## config.mk

```make
export PLATFORM = sky130hd
export DESIGN_NAME = mrpc_config
export DESIGN_NICKNAME = d
export VERILOG_FILES = /design/src/hdl/mrpc_pkg.sv /design/src/hdl/mrpc_preamble_seq.sv /design/src/hdl/mrpc_config.sv
export SDC_FILE = /design/constraint.sdc
export NUM_CORES = 1
export LEC_CHECK = 0
export ABC_AREA = 1
export BUFFER_PORTS_ARGS = -buffer_cell sky130_fd_sc_hd__buf_2
export CORE_MARGIN = 4
export CORE_UTILIZATION = 35
export CTS_CLUSTER_DIAMETER = 150
export DETAILED_ROUTE_END_ITERATION = 7
export HOLD_SLACK_MARGIN = 0.05
export PLACE_DENSITY = 0.56
export SLEW_MARGIN = 40
export SYNTH_ARGS = -nofsm -noshare
export SYNTH_HDL_FRONTEND = slang
export SYNTH_SLANG_ARGS = --single-unit
```

## constraint.sdc

```tcl
create_clock -name clk -period 2.05 [get_ports clk]
set_clock_uncertainty 0.05 [all_clocks]
set_input_delay 0.1025 -clock clk [delete_from_list [all_inputs] [get_ports clk]]
set_output_delay 0.1025 -clock clk [all_outputs]
set_load 0.05 [all_outputs]
```

## src/hdl/mrpc_pkg.sv

```systemverilog
// Constants shared by the rate, preamble and MAC configuration block.
// Assumes a 125 MHz core clock and a 10-bit register address space.
package mrpc_pkg;

   ////////////////////////////////////////////////////////////////////////
   // Register space
   localparam int REG_ADDR_W = 10;
   localparam logic [9:0] MAC_CONTROL_ONE_OFS = 10'h010;
   localparam logic [9:0] RATE_CONFIGURATION_OFS = 10'h036;
   localparam logic [9:0] BASEBAND_CONFIGURATION_OFS = 10'h038;

   // Reset values
   localparam logic [7:0] MAC_CONTROL_ONE_RST = 8'h0c;
   localparam logic [7:0] RATE_CONFIGURATION_RST = 8'h03;
   localparam logic [7:0] BASEBAND_CONFIGURATION_RST = 8'h31;

   ////////////////////////////////////////////////////////////////////////
   // Field positions, mac_control_one
   localparam int MODE_MSB = 7;
   localparam int MODE_LSB = 6;
   localparam int ADDR_SIZE_MSB = 5;
   localparam int ADDR_SIZE_LSB = 3;
   localparam int CHECKSUM_SIZE_BIT = 2;
   localparam int FRAME_FORMAT_BIT = 1;
   localparam int SEC_FLAG_OVR_BIT = 0;

   // Field positions, rate_configuration
   localparam int REJ_2M_BIT = 7;
   localparam int REJ_1M_BIT = 6;
   localparam int REJ_500K_BIT = 5;
   localparam int REJ_250K_NONSTD_BIT = 4;
   localparam int REJ_250K_STD_BIT = 3;
   localparam int REJ_125K_BIT = 2;
   localparam int OPTIMIZED_PRMB_BIT = 1;
   localparam int POWER_SAVE_BIT = 0;

   // Field positions, baseband_configuration
   localparam int RANDOM_MOD_BIT = 7;
   localparam int FREQ_OFS_OVR_BIT = 6;
   localparam int GAIN_MSB = 5;
   localparam int GAIN_LSB = 4;
   localparam int PRMB_HOLD_BIT = 3;
   localparam int PRMB_SIZE_MSB = 2;
   localparam int PRMB_SIZE_LSB = 0;

   ////////////////////////////////////////////////////////////////////////
   // Buffer handling modes
   localparam logic [1:0] MODE_PACKET = 2'h0;
   localparam logic [1:0] MODE_RX_STREAM = 2'h1;
   localparam logic [1:0] MODE_TX_STREAM = 2'h2;

   // Receiver gain codes
   localparam logic [1:0] GAIN_AUTO = 2'h3;

   // Air rate codes (250 kbps fixed, the others chosen locally)
   localparam logic [2:0] RATE_125K = 3'h2;
   localparam logic [2:0] RATE_250K = 3'h3;
   localparam logic [2:0] RATE_500K = 3'h4;
   localparam logic [2:0] RATE_1M = 3'h5;
   localparam logic [2:0] RATE_2M = 3'h6;

   // Receive rate classes reported by the demodulator
   localparam logic [2:0] RXC_125K = 3'h0;
   localparam logic [2:0] RXC_250K_STD = 3'h1;
   localparam logic [2:0] RXC_250K_NONSTD = 3'h2;
   localparam logic [2:0] RXC_500K = 3'h3;
   localparam logic [2:0] RXC_1M = 3'h4;
   localparam logic [2:0] RXC_2M = 3'h5;

   ////////////////////////////////////////////////////////////////////////
   // Preamble timing
   localparam int CLK_PERIOD_NS = 8;
   localparam int PRMB_UNIT_SLOW_NS = 16000;
   localparam int PRMB_UNIT_FAST_NS = 4000;
   localparam int PRMB_UNIT_LEGACY_NS = 32000;
   localparam int PRMB_BASE_SLOW = 4;
   localparam int PRMB_BASE_FAST = 8;
   localparam int PRMB_LEGACY_UNITS = 8;
   localparam logic [11:0] PRMB_UNIT_SLOW_CYC =
      12'(PRMB_UNIT_SLOW_NS / CLK_PERIOD_NS);
   localparam logic [11:0] PRMB_UNIT_FAST_CYC =
      12'(PRMB_UNIT_FAST_NS / CLK_PERIOD_NS);
   localparam logic [11:0] PRMB_UNIT_LEGACY_CYC =
      12'(PRMB_UNIT_LEGACY_NS / CLK_PERIOD_NS);

   // Preamble sequencer states
   typedef enum logic [0:0] {MRPC_PRMB_IDLE, MRPC_PRMB_RUN} mrpc_prmb_t;

endpackage

```

## src/hdl/mrpc_preamble_seq.sv

```systemverilog
// Preamble sequencer: counts preamble units, holds them out on request.
// Assumes the caller gives a stable unit length and count per frame.
`timescale 1ns/1ps
module mrpc_preamble_seq (
   input wire logic clk,
   input wire logic sys_rst,
   input wire logic start,
   input wire logic hold,
   input wire logic random_mod,
   input wire logic [11:0] unit_cycles,
   input wire logic [3:0] unit_count,
   output logic active,
   output logic random_out,
   output logic header_start
);
   import mrpc_pkg::*;

   mrpc_prmb_t state_reg, state_next;  // Sequencer state
   logic [11:0] cyc_reg, cyc_next;     // Cycles into current unit
   logic [3:0] unit_reg, unit_next;    // Units sent so far
   logic hdr_reg, hdr_next;            // Header start pulse
   logic last_cyc;                     // Current unit ends this cycle

   ////////////////////////////////////////////////////////////////////////
   // Next state; hold is only sampled at a unit boundary so a unit is
   // never cut short when the hold is released
   always_comb begin
      state_next = state_reg;
      cyc_next = cyc_reg;
      unit_next = unit_reg;
      hdr_next = 1'b0;
      last_cyc = (cyc_reg == unit_cycles - 12'h001);
      unique case (state_reg)
         MRPC_PRMB_IDLE: begin
            cyc_next = 12'h000;
            unit_next = 4'h0;
            if (start) begin
               state_next = MRPC_PRMB_RUN;
            end
         end
         MRPC_PRMB_RUN: begin
            if (!last_cyc) begin
               cyc_next = cyc_reg + 12'h001;
            end else begin
               cyc_next = 12'h000;
               // Saturate so an endless hold cannot wrap the count
               if (unit_reg != 4'hf) begin
                  unit_next = unit_reg + 4'h1;
               end
               // Finish after the current unit once hold is gone and the count is met
               if (!hold && (unit_next >= unit_count)) begin
                  state_next = MRPC_PRMB_IDLE;
                  hdr_next = 1'b1;
               end
            end
         end
      endcase
   end

   ////////////////////////////////////////////////////////////////////////
   // Registers
   always_ff @(posedge clk) begin
      if (sys_rst) begin
         state_reg <= MRPC_PRMB_IDLE;
         cyc_reg <= 12'h000;
         unit_reg <= 4'h0;
         hdr_reg <= 1'b0;
         active <= 1'b0;
         random_out <= 1'b0;
      end else begin
         state_reg <= state_next;
         cyc_reg <= cyc_next;
         unit_reg <= unit_next;
         hdr_reg <= hdr_next;
         active <= (state_next == MRPC_PRMB_RUN);
         // Test only: random chips replace held preamble
         random_out <= (state_next == MRPC_PRMB_RUN) && hold
            && random_mod;
      end
   end

   assign header_start = hdr_reg;

endmodule

```

## src/hdl/mrpc_config.sv

```systemverilog
// MAC, rate and baseband configuration registers with their side effects.
// Assumes host register writes arrive as one-cycle strobes in clk domain.
`timescale 1ns/1ps
module mrpc_config (
   input wire logic clk,
   input wire logic sys_rst,
   // Register access from the host port
   input wire logic reg_wr_en,
   input wire logic reg_rd_en,
   input wire logic [mrpc_pkg::REG_ADDR_W-1:0] reg_addr,
   input wire logic [7:0] reg_wdata,
   output logic [7:0] reg_rdata,
   // Side effects on bits held in other registers
   output logic rx_enable_set,
   output logic rx_enable_clear,
   output logic tx_start_clear,
   output logic tx_crypt_clear,
   // Buffer steering
   input wire logic tx_frame_done,
   input wire logic rx_frame_done,
   output logic tx_buf_sel,
   output logic rx_buf_sel,
   output logic tx_window_en,
   output logic rx_window_en,
   // Received frame classification
   input wire logic rx_hdr_valid,
   input wire logic [2:0] rx_rate_class,
   input wire logic rx_proprietary,
   input wire logic rx_streaming_type,
   output logic rx_frame_drop,
   output logic ack_proprietary,
   // Framing settings
   output logic frame_proprietary,
   output logic [3:0] addr_octets,
   output logic [1:0] fcs_octets,
   output logic sec_flags_override,
   input wire logic frame_security_enable,
   output logic tx_sec_process,
   // Receiver front end settings
   output logic power_save_detection,
   output logic agc_enable,
   output logic [1:0] fixed_gain,
   output logic freq_offset_override,
   // Transmit preamble
   input wire logic [2:0] transmit_rate_field,
   input wire logic tx_frame_start,
   output logic optimized_preamble,
   output logic [3:0] preamble_units,
   output logic preamble_active,
   output logic preamble_random,
   output logic header_start
);
   import mrpc_pkg::*;

   ////////////////////////////////////////////////////////////////////////
   // Declarations
   logic [7:0] mac_control_one_reg, mac_control_one_next;
   logic [7:0] rate_configuration_reg, rate_configuration_next;
   logic [7:0] baseband_configuration_reg, baseband_configuration_next;
   logic [7:0] rdata_next;           // Read mux result
   logic wr_mac;                     // Write to mac_control_one
   logic [1:0] wr_mode;              // Mode being written
   logic rx_set_next, rx_clr_next;   // Side effect pulses
   logic transmit_start_bit_clr_next, crypt_clr_next;
   logic tx_sel_next, rx_sel_next;   // Physical buffer choices
   logic tx_win_next, rx_win_next;   // Window enables
   logic drop_next, ack_fmt_next;    // Received frame verdicts
   logic [3:0] units_next;           // Preamble length in units
   logic [11:0] unit_cyc_reg, unit_cyc_next;
   logic [1:0] mode;                 // Current buffer handling mode
   logic prmb_start_reg;             // Delayed frame start

   // Receive rate class to its disable bit position
   function automatic logic rate_rejected(input logic [7:0] rc,
                                          input logic [2:0] cls);
      unique case (cls)
         RXC_125K: rate_rejected = rc[REJ_125K_BIT];
         RXC_250K_STD: rate_rejected = rc[REJ_250K_STD_BIT];
         RXC_250K_NONSTD: rate_rejected = rc[REJ_250K_NONSTD_BIT];
         RXC_500K: rate_rejected = rc[REJ_500K_BIT];
         RXC_1M: rate_rejected = rc[REJ_1M_BIT];
         RXC_2M: rate_rejected = rc[REJ_2M_BIT];
         // Unknown class: refuse rather than accept garbage
         default: rate_rejected = 1'b1;
      endcase
   endfunction

   assign mode = mac_control_one_reg[MODE_MSB:MODE_LSB];

   ////////////////////////////////////////////////////////////////////////
   // Register file next values and write side effects
   always_comb begin
      mac_control_one_next = mac_control_one_reg;
      rate_configuration_next = rate_configuration_reg;
      baseband_configuration_next = baseband_configuration_reg;
      wr_mac = reg_wr_en && (reg_addr == MAC_CONTROL_ONE_OFS);
      wr_mode = reg_wdata[MODE_MSB:MODE_LSB];
      rx_set_next = 1'b0;
      rx_clr_next = 1'b0;
      transmit_start_bit_clr_next = 1'b0;
      crypt_clr_next = 1'b0;
      if (wr_mac) begin
         mac_control_one_next = reg_wdata;
         // Mode writes reach into transmit and receive control
         if (wr_mode == MODE_TX_STREAM) begin
            rx_clr_next = 1'b1;
         end else if (wr_mode == MODE_RX_STREAM) begin
            transmit_start_bit_clr_next = 1'b1;
            crypt_clr_next = 1'b1;
            rx_set_next = 1'b1;
         end
      end
      if (reg_wr_en && (reg_addr == RATE_CONFIGURATION_OFS)) begin
         rate_configuration_next = reg_wdata;
      end
      if (reg_wr_en && (reg_addr == BASEBAND_CONFIGURATION_OFS)) begin
         baseband_configuration_next = reg_wdata;
      end
      // Reads of unmapped addresses return zero
      unique case (reg_addr)
         MAC_CONTROL_ONE_OFS: rdata_next = mac_control_one_reg;
         RATE_CONFIGURATION_OFS: rdata_next = rate_configuration_reg;
         BASEBAND_CONFIGURATION_OFS:
            rdata_next = baseband_configuration_reg;
         default: rdata_next = 8'h00;
      endcase
      if (!reg_rd_en) begin
         rdata_next = reg_rdata;
      end
   end

   // Registers of the register file
   always_ff @(posedge clk) begin
      if (sys_rst) begin
         mac_control_one_reg <= MAC_CONTROL_ONE_RST;
         rate_configuration_reg <= RATE_CONFIGURATION_RST;
         baseband_configuration_reg <= BASEBAND_CONFIGURATION_RST;
         reg_rdata <= 8'h00;
         rx_enable_set <= 1'b0;
         rx_enable_clear <= 1'b0;
         tx_start_clear <= 1'b0;
         tx_crypt_clear <= 1'b0;
      end else begin
         mac_control_one_reg <= mac_control_one_next;
         rate_configuration_reg <= rate_configuration_next;
         baseband_configuration_reg <= baseband_configuration_next;
         reg_rdata <= rdata_next;
         rx_enable_set <= rx_set_next;
         rx_enable_clear <= rx_clr_next;
         tx_start_clear <= transmit_start_bit_clr_next;
         tx_crypt_clear <= crypt_clr_next;
      end
   end

   ////////////////////////////////////////////////////////////////////////
   // Buffer steering: 0 selects buffer one, 1 selects buffer two.
   // In streaming modes the host window alternates each finished frame;
   // a mode write restarts the alternation on buffer one.
   always_comb begin
      tx_sel_next = tx_buf_sel;
      rx_sel_next = rx_buf_sel;
      tx_win_next = 1'b1;
      rx_win_next = 1'b1;
      if (wr_mac) begin
         tx_sel_next = 1'b0;
         rx_sel_next = (wr_mode == MODE_PACKET);
         tx_win_next = (wr_mode != MODE_RX_STREAM);
         rx_win_next = (wr_mode != MODE_TX_STREAM);
      end else begin
         unique case (mode)
            MODE_PACKET: begin
               tx_sel_next = 1'b0;
               rx_sel_next = 1'b1;
            end
            MODE_TX_STREAM: begin
               rx_win_next = 1'b0;
               if (tx_frame_done) begin
                  tx_sel_next = !tx_buf_sel;
               end
            end
            MODE_RX_STREAM: begin
               tx_win_next = 1'b0;
               if (rx_frame_done) begin
                  rx_sel_next = !rx_buf_sel;
               end
            end
            // Reserved mode: neither window is defined
            default: begin
               tx_win_next = 1'b0;
               rx_win_next = 1'b0;
            end
         endcase
      end
   end

   // Buffer steering registers
   always_ff @(posedge clk) begin
      if (sys_rst) begin
         tx_buf_sel <= 1'b0;
         rx_buf_sel <= 1'b1;
         tx_window_en <= 1'b1;
         rx_window_en <= 1'b1;
      end else begin
         tx_buf_sel <= tx_sel_next;
         rx_buf_sel <= rx_sel_next;
         tx_window_en <= tx_win_next;
         rx_window_en <= rx_win_next;
      end
   end

   ////////////////////////////////////////////////////////////////////////
   // Received frame verdict, taken once per header
   always_comb begin
      drop_next = rx_frame_drop;
      ack_fmt_next = ack_proprietary;
      if (rx_hdr_valid) begin
         drop_next = rate_rejected(rate_configuration_reg,
            rx_rate_class);
         if (mode == MODE_RX_STREAM && rx_proprietary
            && !rx_streaming_type) begin
            drop_next = 1'b1;
         end
         // Acknowledge goes back in the format it answers
         ack_fmt_next = rx_proprietary;
      end
   end

   // Verdict registers
   always_ff @(posedge clk) begin
      if (sys_rst) begin
         rx_frame_drop <= 1'b0;
         ack_proprietary <= 1'b0;
      end else begin
         rx_frame_drop <= drop_next;
         ack_proprietary <= ack_fmt_next;
      end
   end

   ////////////////////////////////////////////////////////////////////////
   // Decoded settings, registered so every output leaves a flip-flop
   always_ff @(posedge clk) begin
      if (sys_rst) begin
         frame_proprietary <= 1'b0;
         addr_octets <= 4'h2;
         fcs_octets <= 2'h2;
         sec_flags_override <= 1'b0;
         tx_sec_process <= 1'b0;
         power_save_detection <= 1'b1;
         agc_enable <= 1'b1;
         fixed_gain <= 2'h3;
         freq_offset_override <= 1'b0;
         optimized_preamble <= 1'b1;
      end else begin
         frame_proprietary <= mac_control_one_next[FRAME_FORMAT_BIT];
         // Size only matters to proprietary framing
         addr_octets <= {1'b0,
            mac_control_one_next[ADDR_SIZE_MSB:ADDR_SIZE_LSB]}
            + 4'h1;
         fcs_octets <= mac_control_one_next[CHECKSUM_SIZE_BIT]
            ? 2'h2 : 2'h0;
         sec_flags_override <= mac_control_one_next[SEC_FLAG_OVR_BIT];
         // No setting gates this off, in either frame format
         tx_sec_process <= frame_security_enable;
         power_save_detection <= rate_configuration_next[POWER_SAVE_BIT];
         agc_enable <= (baseband_configuration_next[GAIN_MSB:GAIN_LSB]
            == GAIN_AUTO);
         fixed_gain <= baseband_configuration_next[GAIN_MSB:GAIN_LSB];
         freq_offset_override <=
            baseband_configuration_next[FREQ_OFS_OVR_BIT];
         optimized_preamble <=
            rate_configuration_next[OPTIMIZED_PRMB_BIT];
      end
   end

   ////////////////////////////////////////////////////////////////////////
   // Preamble length and unit time; size field only counts for the
   // optimized preamble at 500 kbps and above
   always_comb begin
      units_next = 4'(PRMB_LEGACY_UNITS);
      unit_cyc_next = PRMB_UNIT_LEGACY_CYC;
      if (rate_configuration_reg[OPTIMIZED_PRMB_BIT]) begin
         if (transmit_rate_field == RATE_500K) begin
            units_next = 4'(PRMB_BASE_SLOW)
               + {3'h0, baseband_configuration_reg[PRMB_SIZE_MSB]};
            unit_cyc_next = PRMB_UNIT_SLOW_CYC;
         end else if (transmit_rate_field == RATE_1M
            || transmit_rate_field == RATE_2M) begin
            units_next = 4'(PRMB_BASE_FAST) + {2'h0,
               baseband_configuration_reg[PRMB_SIZE_LSB+1:PRMB_SIZE_LSB]};
            unit_cyc_next = PRMB_UNIT_FAST_CYC;
         end
      end
   end

   // Preamble length registers; the start is delayed one cycle so the
   // sequencer sees length and unit time already settled
   always_ff @(posedge clk) begin
      if (sys_rst) begin
         preamble_units <= 4'(PRMB_LEGACY_UNITS);
         unit_cyc_reg <= PRMB_UNIT_LEGACY_CYC;
         prmb_start_reg <= 1'b0;
      end else begin
         preamble_units <= units_next;
         unit_cyc_reg <= unit_cyc_next;
         prmb_start_reg <= tx_frame_start;
      end
   end

   // Preamble sequencer
   mrpc_preamble_seq u_prmb (
      .clk(clk),
      .sys_rst(sys_rst),
      .start(prmb_start_reg),
      .hold(baseband_configuration_reg[PRMB_HOLD_BIT]),
      .random_mod(baseband_configuration_reg[RANDOM_MOD_BIT]),
      .unit_cycles(unit_cyc_reg),
      .unit_count(preamble_units),
      .active(preamble_active),
      .random_out(preamble_random),
      .header_start(header_start)
   );

endmodule

```

==> metrics.md, run 1 <==
| Metric | Value |
|---|---|
| Status | completed |
| Crit start category | flop |
| Combinational power share | 7.5% |
| Number of flip-flops in the largest register | 12 |
| Endpoint type of the worst setup path | flop |
| Post-synthesis cell count | 486 |
| FP Rows | 36 |
| Critical Path RT | 2240 ps |
| H-tree levels | 3 |
| Initial antenna violation count | 0 |
| Reg2Reg Setup Slack | 110 ps |
| GRT Overall Usage | 16.27% |
| CP startpoint | u_prmb.unit_reg[1] |
| Async set-or-reset flop fraction in the synthesized netlist | 0% |
| Via count | 3257 |
| Clock transition at path regs | 90 ps |
| Clk network pwr share | 45.6% |
| Leakage | 2.120 nW |
| Sequential area share after synthesis | 42.74% |
| Fillcell total | 1010 |
| Cell internal pwr | 0.002417 W |
| Die W | 107.5 um |
| Area Overhead vs Synth | 30.36% |
| Pwr per Cell Area | 689.6 nW/um^2 |
| Max-cap check violation count | 0 |
| Post-route ant nets | 0 |
| Final net count | 630 |
| First-pass GRT wire length | 14900 um |
| Final HPWL DP | 6716 um |
| Worst setup margin | 106.0 ps |
| Syn_nets | 529 |
| RSZ-0062 raised after global routing | yes |
| Worst Hold Launch | reg_wr_en |
| Critical path type | flop to flop |
| #FFs+latches synth | 74 |
| Clk sinks | 74 |
| Initial DRC Count | 136 |
| Final Cell Area | 4518 um^2 |
| Final setup viols | 0 |
| Hold WC Path Type | primary input to flop |
| Tcrit/Tclk final | 94.83% |
| Drt drc | 0 |
| Vias in the first global route | 3193 |
| Initial DRT Pass Iterations | 6 |
| Distinct cells, synth | 38 |
| Dominant synthesized flop cell | dfxtp_1 |
| Maximum vdd ir drop | 0.0003677 V |
| DP Cell Count | 687 |
| Final hold slack | 64.05 ps |
| F_max | 0.5144 GHz |
| CP arrival | 2130 ps |
| Die Y-Extent | 107.5 um |
| Fin crit period | 1944 ps |
| Core area | 9729 um^2 |
| Sw power | 0.0006987 W |
| Gr ovfl total | 0 |
| Ant. Diodes | 0 |
| Reg power frac | 46.9% |
| Clock buffer depth | 2 |
| Post-route insts no fill | 725 |
| RePlAce Congestion | 0.8132 |
| Clock root buffer | clkbuf_8 |
| Pin count of the biggest net entering global routing | 17 |
| Vias per cell | 4.492 |
| WL final | 8898 um |
| TritonCTS Buffers | 9 |
| Sw Ratio | 22.42% |
| IO Pins | 75 |
| Post-synth EDFFs | 0 |
| Commonest non-fill, non-tap cell in the layout | nand2_1 |
| Final Hold Fails | 0 |
| Commonest non-fill, non-tap cells in the layout | nand2_1, buf_2, dfxtp_1 |
| Total design power | 0.003116 W |
| Clk Latency, worst-skew pair | 350 ps |
| Port Buffer Count | 73 |
| Die footprint | 11560 um^2 |
| Slew Limit Fails | 0 |
| Routed wire per std cell | 12.27 um |
| Worst R2R Start | u_prmb.unit_reg[1] |
| Ys Warns | 0 |
| Layout cells sized above 1 | 22.97% |
| Post-Place Cell Area | 3996 um^2 |
| Dpl ws | -21.90 ps |
| CTS tree | built |
| Initial Util | 35.62% |
| Crit-path max FO | 3 |
| Avg Inst Size Synth | 7.131 um^2 |
| Post-Syn Area | 3466 um^2 |
-- cell usage after synthesis, types with 3 or more instances --
library cell / instances / share of area, %
ha_1: 8 / 2.9
a21oi_1: 26 / 3.8
nand2_1: 112 / 12
buf_4: 8 / 1.7
nor3_1: 8 / 1.2
nand4_1: 3 / 0.54
o21ai_0: 22 / 3.2
nand3_1: 49 / 7.1
nor2_1: 54 / 5.8
clkbuf_1: 5 / 0.54
dfxtp_1: 74 / 43
xor2_1: 8 / 2.0
o211ai_1: 3 / 0.65
inv_1: 70 / 7.6
nand2_2: 4 / 0.72
-- final cells by class --
class / count / area (um^2) / share of cell area, %
multi-input combinational: 323 / 1662 / 36.78
timing repair buffer: 107 / 680.7 / 15.07
tap: 133 / 166.4 / 3.683
inverter: 72 / 270.3 / 5.982
clock buffer: 12 / 155.1 / 3.434
sequential: 74 / 1486 / 32.90
clock inverter: 4 / 97.59 / 2.160
-- power by group through the flow --
stage	Sequential [W]	Combinational, W	Clock, W
after floorplan	0.00151	0.000105	0
after global placement	0.00150	0.000206	0
after detailed placement	0.00150	0.000208	0
after CTS	0.00146	0.000235	0.00146
after global routing	0.00146	0.000265	0.00154
final	0.00146	0.000235	0.00142
-- metrics by stage --
stage               utilization, %  setup TNS (ps)
detailed placement           41.08          -21.90
floorplan                        -               0
global placement             41.08               0
finish                       46.44               0
CTS                          45.64               0
global route                 46.44          -99.85
-- layer usage --
layer  global-route usage (%)  vias to the layer above  wire length [um]
met3                    4.199                        8               384
met1                    22.00                     1452              4320
met2                    25.40                       65              4087
met5                        0                        -                 0
met4                    5.050                        0               106
li1                         -                     1732                 -
-- cell families after synthesis --
family | after synthesis | synth area share, %
and+or+nand+nor | 240 | 30.29
buffers and inverters | 89 | 10.79
DFF | 74 | 42.74
AOI/OAI and AO/OA | 62 | 10.00
xor gates and xnor gates | 10 | 2.527
adders and majority gates | 8 | 2.888
muxes | 2 | 0.6498
other | 1 | 0.1082
-- worst paths after layout --
| kind | cells past startpoint | end |
|---|---|---|
| max | 13 | u_prmb.active |
| min | 3 | baseband_configuration_reg[4] |
| max reg2reg | 13 | u_prmb.active |
| min reg2reg | 1 | u_prmb.cyc_reg[0] |
-- worst max-delay path, stage by stage (launching register included) --
cell and delay [ps]:
dfxtp_4 360, ha_4 160, nand2_2 70, inv_2 40, nand2_2 70, mux2_4 320, ha_4 270, inv_2 30
nor2_2 90, o21ai_1 70, nand3_1 100, nand2_2 70, o21ai_1 110, inv_1 40
-- repair_timing --
action | 4_1_cts | 5_1_grt
buffers inserted | 0 | 3
setup endpoints to repair | 1 | 7
resized for setup | 2 | 16
hold buffers | 19 | 0
pin swaps | 0 | 7
endpoints found under the hold margin | 32 | 0
No activity file was read; power rests on OpenSTA's default activity.
==> run 2: changes to the inputs <==
--- a/config.mk
+++ b/config.mk
@@ -7,13 +7,12 @@
 export LEC_CHECK = 0
 export ABC_AREA = 1
 export BUFFER_PORTS_ARGS = -buffer_cell sky130_fd_sc_hd__buf_2
-export CORE_MARGIN = 4
 export CORE_UTILIZATION = 35
 export CTS_CLUSTER_DIAMETER = 150
 export DETAILED_ROUTE_END_ITERATION = 7
 export HOLD_SLACK_MARGIN = 0.05
-export PLACE_DENSITY = 0.56
-export SLEW_MARGIN = 40
+export PLACE_DENSITY = 0.54
+export SLEW_MARGIN = 20
 export SYNTH_ARGS = -nofsm -noshare
 export SYNTH_HDL_FRONTEND = slang
 export SYNTH_SLANG_ARGS = --single-unit
==> constraint.sdc (replaced) <==
create_clock -name clk -period 2.2 [get_ports clk]
set_clock_uncertainty 0.05 [all_clocks]
set_input_delay 0.11 -clock clk [delete_from_list [all_inputs] [get_ports clk]]
set_output_delay 0.11 -clock clk [all_outputs]
set_load 0.05 [all_outputs]
==> run 2 against run 1 <==
Compared with the run above:
- fmax fell by 3.6%
- highest routed layer unchanged
- power fell by 8.6%
- register-to-register slack better by 80 ps
- utilization is essentially flat
- clock-buffer cell count down 3
- sequential share of layout area grew 1.1 points
==> metrics.md, run 2 (synthesized netlist as in run 1, its figures left out) <==
| Metric | Value |
|---|---|
| CP arrival | 2210 ps (+80 ps) |
| Clock buffer depth | 2 (unchanged) |
| First-pass GRT wire length | 13920 um (-6.6%) |
| Slew Limit Fails | 0 (unchanged) |
| CP startpoint | u_prmb.unit_reg[0] |
| FP Rows | 35 (-2.8%) |
| Maximum vdd ir drop | 0.0002466 V (-33%) |
| Post-Place Cell Area | 3919 um^2 (-1.9%) |
| WL final | 8563 um (-3.8%) |
| Crit-path slowest cell | dfxtp_2 |
| TritonCTS Buffers | 9 (unchanged) |
| Final net count | 618 (-1.9%) |
| Hold WC Path Type | primary input to flop |
| R2r worst-path depth | 13 (unchanged) |
| Initial Util | 36.81% (+1.2 points) |
| Pin count of the biggest net entering global routing | 18 (+1) |
| Routed wire per std cell | 12.08 um (-1.6%) |
| Final Cell Area | 4369 um^2 (-3.3%) |
| Critical Path RT | 2390 ps (+150 ps) |
| Die footprint | 10300 um^2 (-11%) |
| Core area | 9415 um^2 (-3.2%) |
| Critical Path Max Stage Delay | 350 ps (about the same) |
| Sw power | 0.0006675 W (-4.5%) |
| Clk network pwr share | 44.8% (-0.8 points) |
| Most used cell, CP | inv_1 |
| Total design power | 0.002849 W (-8.6%) |
| Leakage | 2.050 nW (-3.3%) |
| Initial antenna violation count | 0 (unchanged) |
| Vias in the first global route | 2984 (-6.5%) |
| IO Pins | 75 (unchanged) |
| Die Y-Extent | 101.5 um (-5.6%) |
| Commonest non-fill, non-tap cell in the layout | nand2_1 |
| Sw Ratio | 23.43% (+1.0 points) |
| Top delay family on crit path | adder cells |
| Pwr per Cell Area | 652.1 nW/um^2 (-5.4%) |
| Crit start category | flop |
| Die W | 101.5 um (-5.6%) |
| Layout cells sized above 1 | 20.69% (-2.3 points) |
| RePlAce Congestion | 0.8132 (unchanged) |
| GRT Overall Usage | 17.56% (+1.3 points) |
| Initial DRT Pass Iterations | 4 (-2) |
| Tcrit/Tclk final | 91.68% (-3.2 points) |
| RSZ-0062 raised after global routing | no |
| Worst R2R Start | u_prmb.unit_reg[0] |
| CTS tree | built |
| Critical path type | flop to flop |
| H-tree levels | 3 (unchanged) |
| Area Overhead vs Synth | 26.06% |
| Gr ovfl total | 0 (unchanged) |
| Combinational power share | 7.4% (about the same) |
| Hold Path Depth | 4 (+1) |
| F_max | 0.4958 GHz (-3.6%) |
| Bufs and invs on worst path | 3 (unchanged) |
| Stages on worst setup path | 13 (unchanged) |
| Final HPWL DP | 6382 um (-5.0%) |
| Crit-path max FO | 4 (+1) |
| Measured slew at the worst slew-check pin | 499.1 ps |
| Final hold slack | 72.12 ps (+8.076 ps) |
| Clock transition at path regs | 80 ps (about the same) |
| Clk Latency, worst-skew pair | 350 ps (about the same) |
| Critical path, cell by cell | ha_1 > nand2_1 > inv_1 > nand2_2 > mux2_4 > ha_4 > inv_1 > nor2_2 > o21ai_0 > nand3_1 > nand2_1 > o21ai_1 > inv_1 |
| Port Buffer Count | 73 (unchanged) |
| Clock root buffer | clkbuf_8 |
| Worst Hold Launch | transmit_rate_field[0] |
| Commonest non-fill, non-tap cells in the layout | nand2_1, buf_2, dfxtp_1 |
| Final setup viols | 0 (unchanged) |
| Initial DRC Count | 114 (-16%) |
| Cell internal pwr | 0.002182 W (-9.7%) |
| Final TNS setup | 0 ps (unchanged) |
| Max-cap check violation count | 0 (unchanged) |
| Number of flip-flops in the largest register | 12 (unchanged) |
| Post-route ant nets | 0 (unchanged) |
| Ant. Diodes | 0 (unchanged) |
| Vias per cell | 4.602 (+2.4%) |
| Drt drc | 0 (unchanged) |
| Endpoint type of the worst setup path | flop |
| Rel. slew slack | 66.62% |
| Final Hold Fails | 0 (unchanged) |
| Status | completed |
| Clk sinks | 74 (unchanged) |
| Fin crit period | 2017 ps (+72.93 ps) |
| Reg power frac | 47.8% (+0.9 points) |
| Via count | 3263 (+0.18%) |
[run 2: per-stage QoR]
step                      worst slack [ps]  instances  util, %
final                                183.1        709    46.41
after floorplan                      208.6        486        -
after CTS                            82.22        709    46.10
after global routing                 14.94        709    46.41
after detailed placement             90.13        675    41.62
after global placement               147.0        675    41.62
[run 2: worst reg2reg max path: stages (launching register included)]
cell	delay (ps)
dfxtp_2	350
ha_1	200
nand2_1	80
inv_1	60
nand2_2	90
mux2_4	330
ha_4	270
inv_1	40
nor2_2	60
o21ai_0	70
nand3_1	70
nand2_1	70
o21ai_1	140
inv_1	40
[run 2: per-layer routing]
metal | track usage, % | part of all wire, % | vias up
li1 | - | - | 1708
met1 | 23.46 | 49 | 1469
met2 | 27.39 | 46 | 80
met3 | 4.486 | 4.2 | 6
met4 | 6.243 | 0.82 | 0
met5 | 0 | 0 | -
[run 2: cell type report]
class / instances / area, um^2
multi-input combinational: 323 / 1637
inverter: 72 / 270.3
tap: 129 / 161.4
sequential: 74 / 1484
clock inverter: 7 / 117.6
timing repair buffer: 95 / 575.6
fill: 985 / 5046
clock buffer: 9 / 123.9
[run 2: power groups by stage]
stage	logic [W]	clock network (W)	registers [W]
detailed placement	0.000187	0	0.00139
global placement	0.000185	0	0.00139
finish	0.000210	0.00128	0.00136
CTS	0.000211	0.00130	0.00136
floorplan	0.0000975	0	0.00141
global route	0.000235	0.00137	0.00136
[run 2: worst paths after layout]
check                      endpoint  slack [ps]
setup / recovery      u_prmb.active         180
hold / removal      unit_cyc_reg[9]          70
setup reg to reg      u_prmb.active         180
hold reg to reg   u_prmb.cyc_reg[0]         400
[run 2: timing repair]
action	in CTS	in global routing
gates resized for setup	0	8
hold buffers	18	0
endpoints found under the setup margin	0	2
setup buffers	0	0
endpoints found under the hold margin	34	0
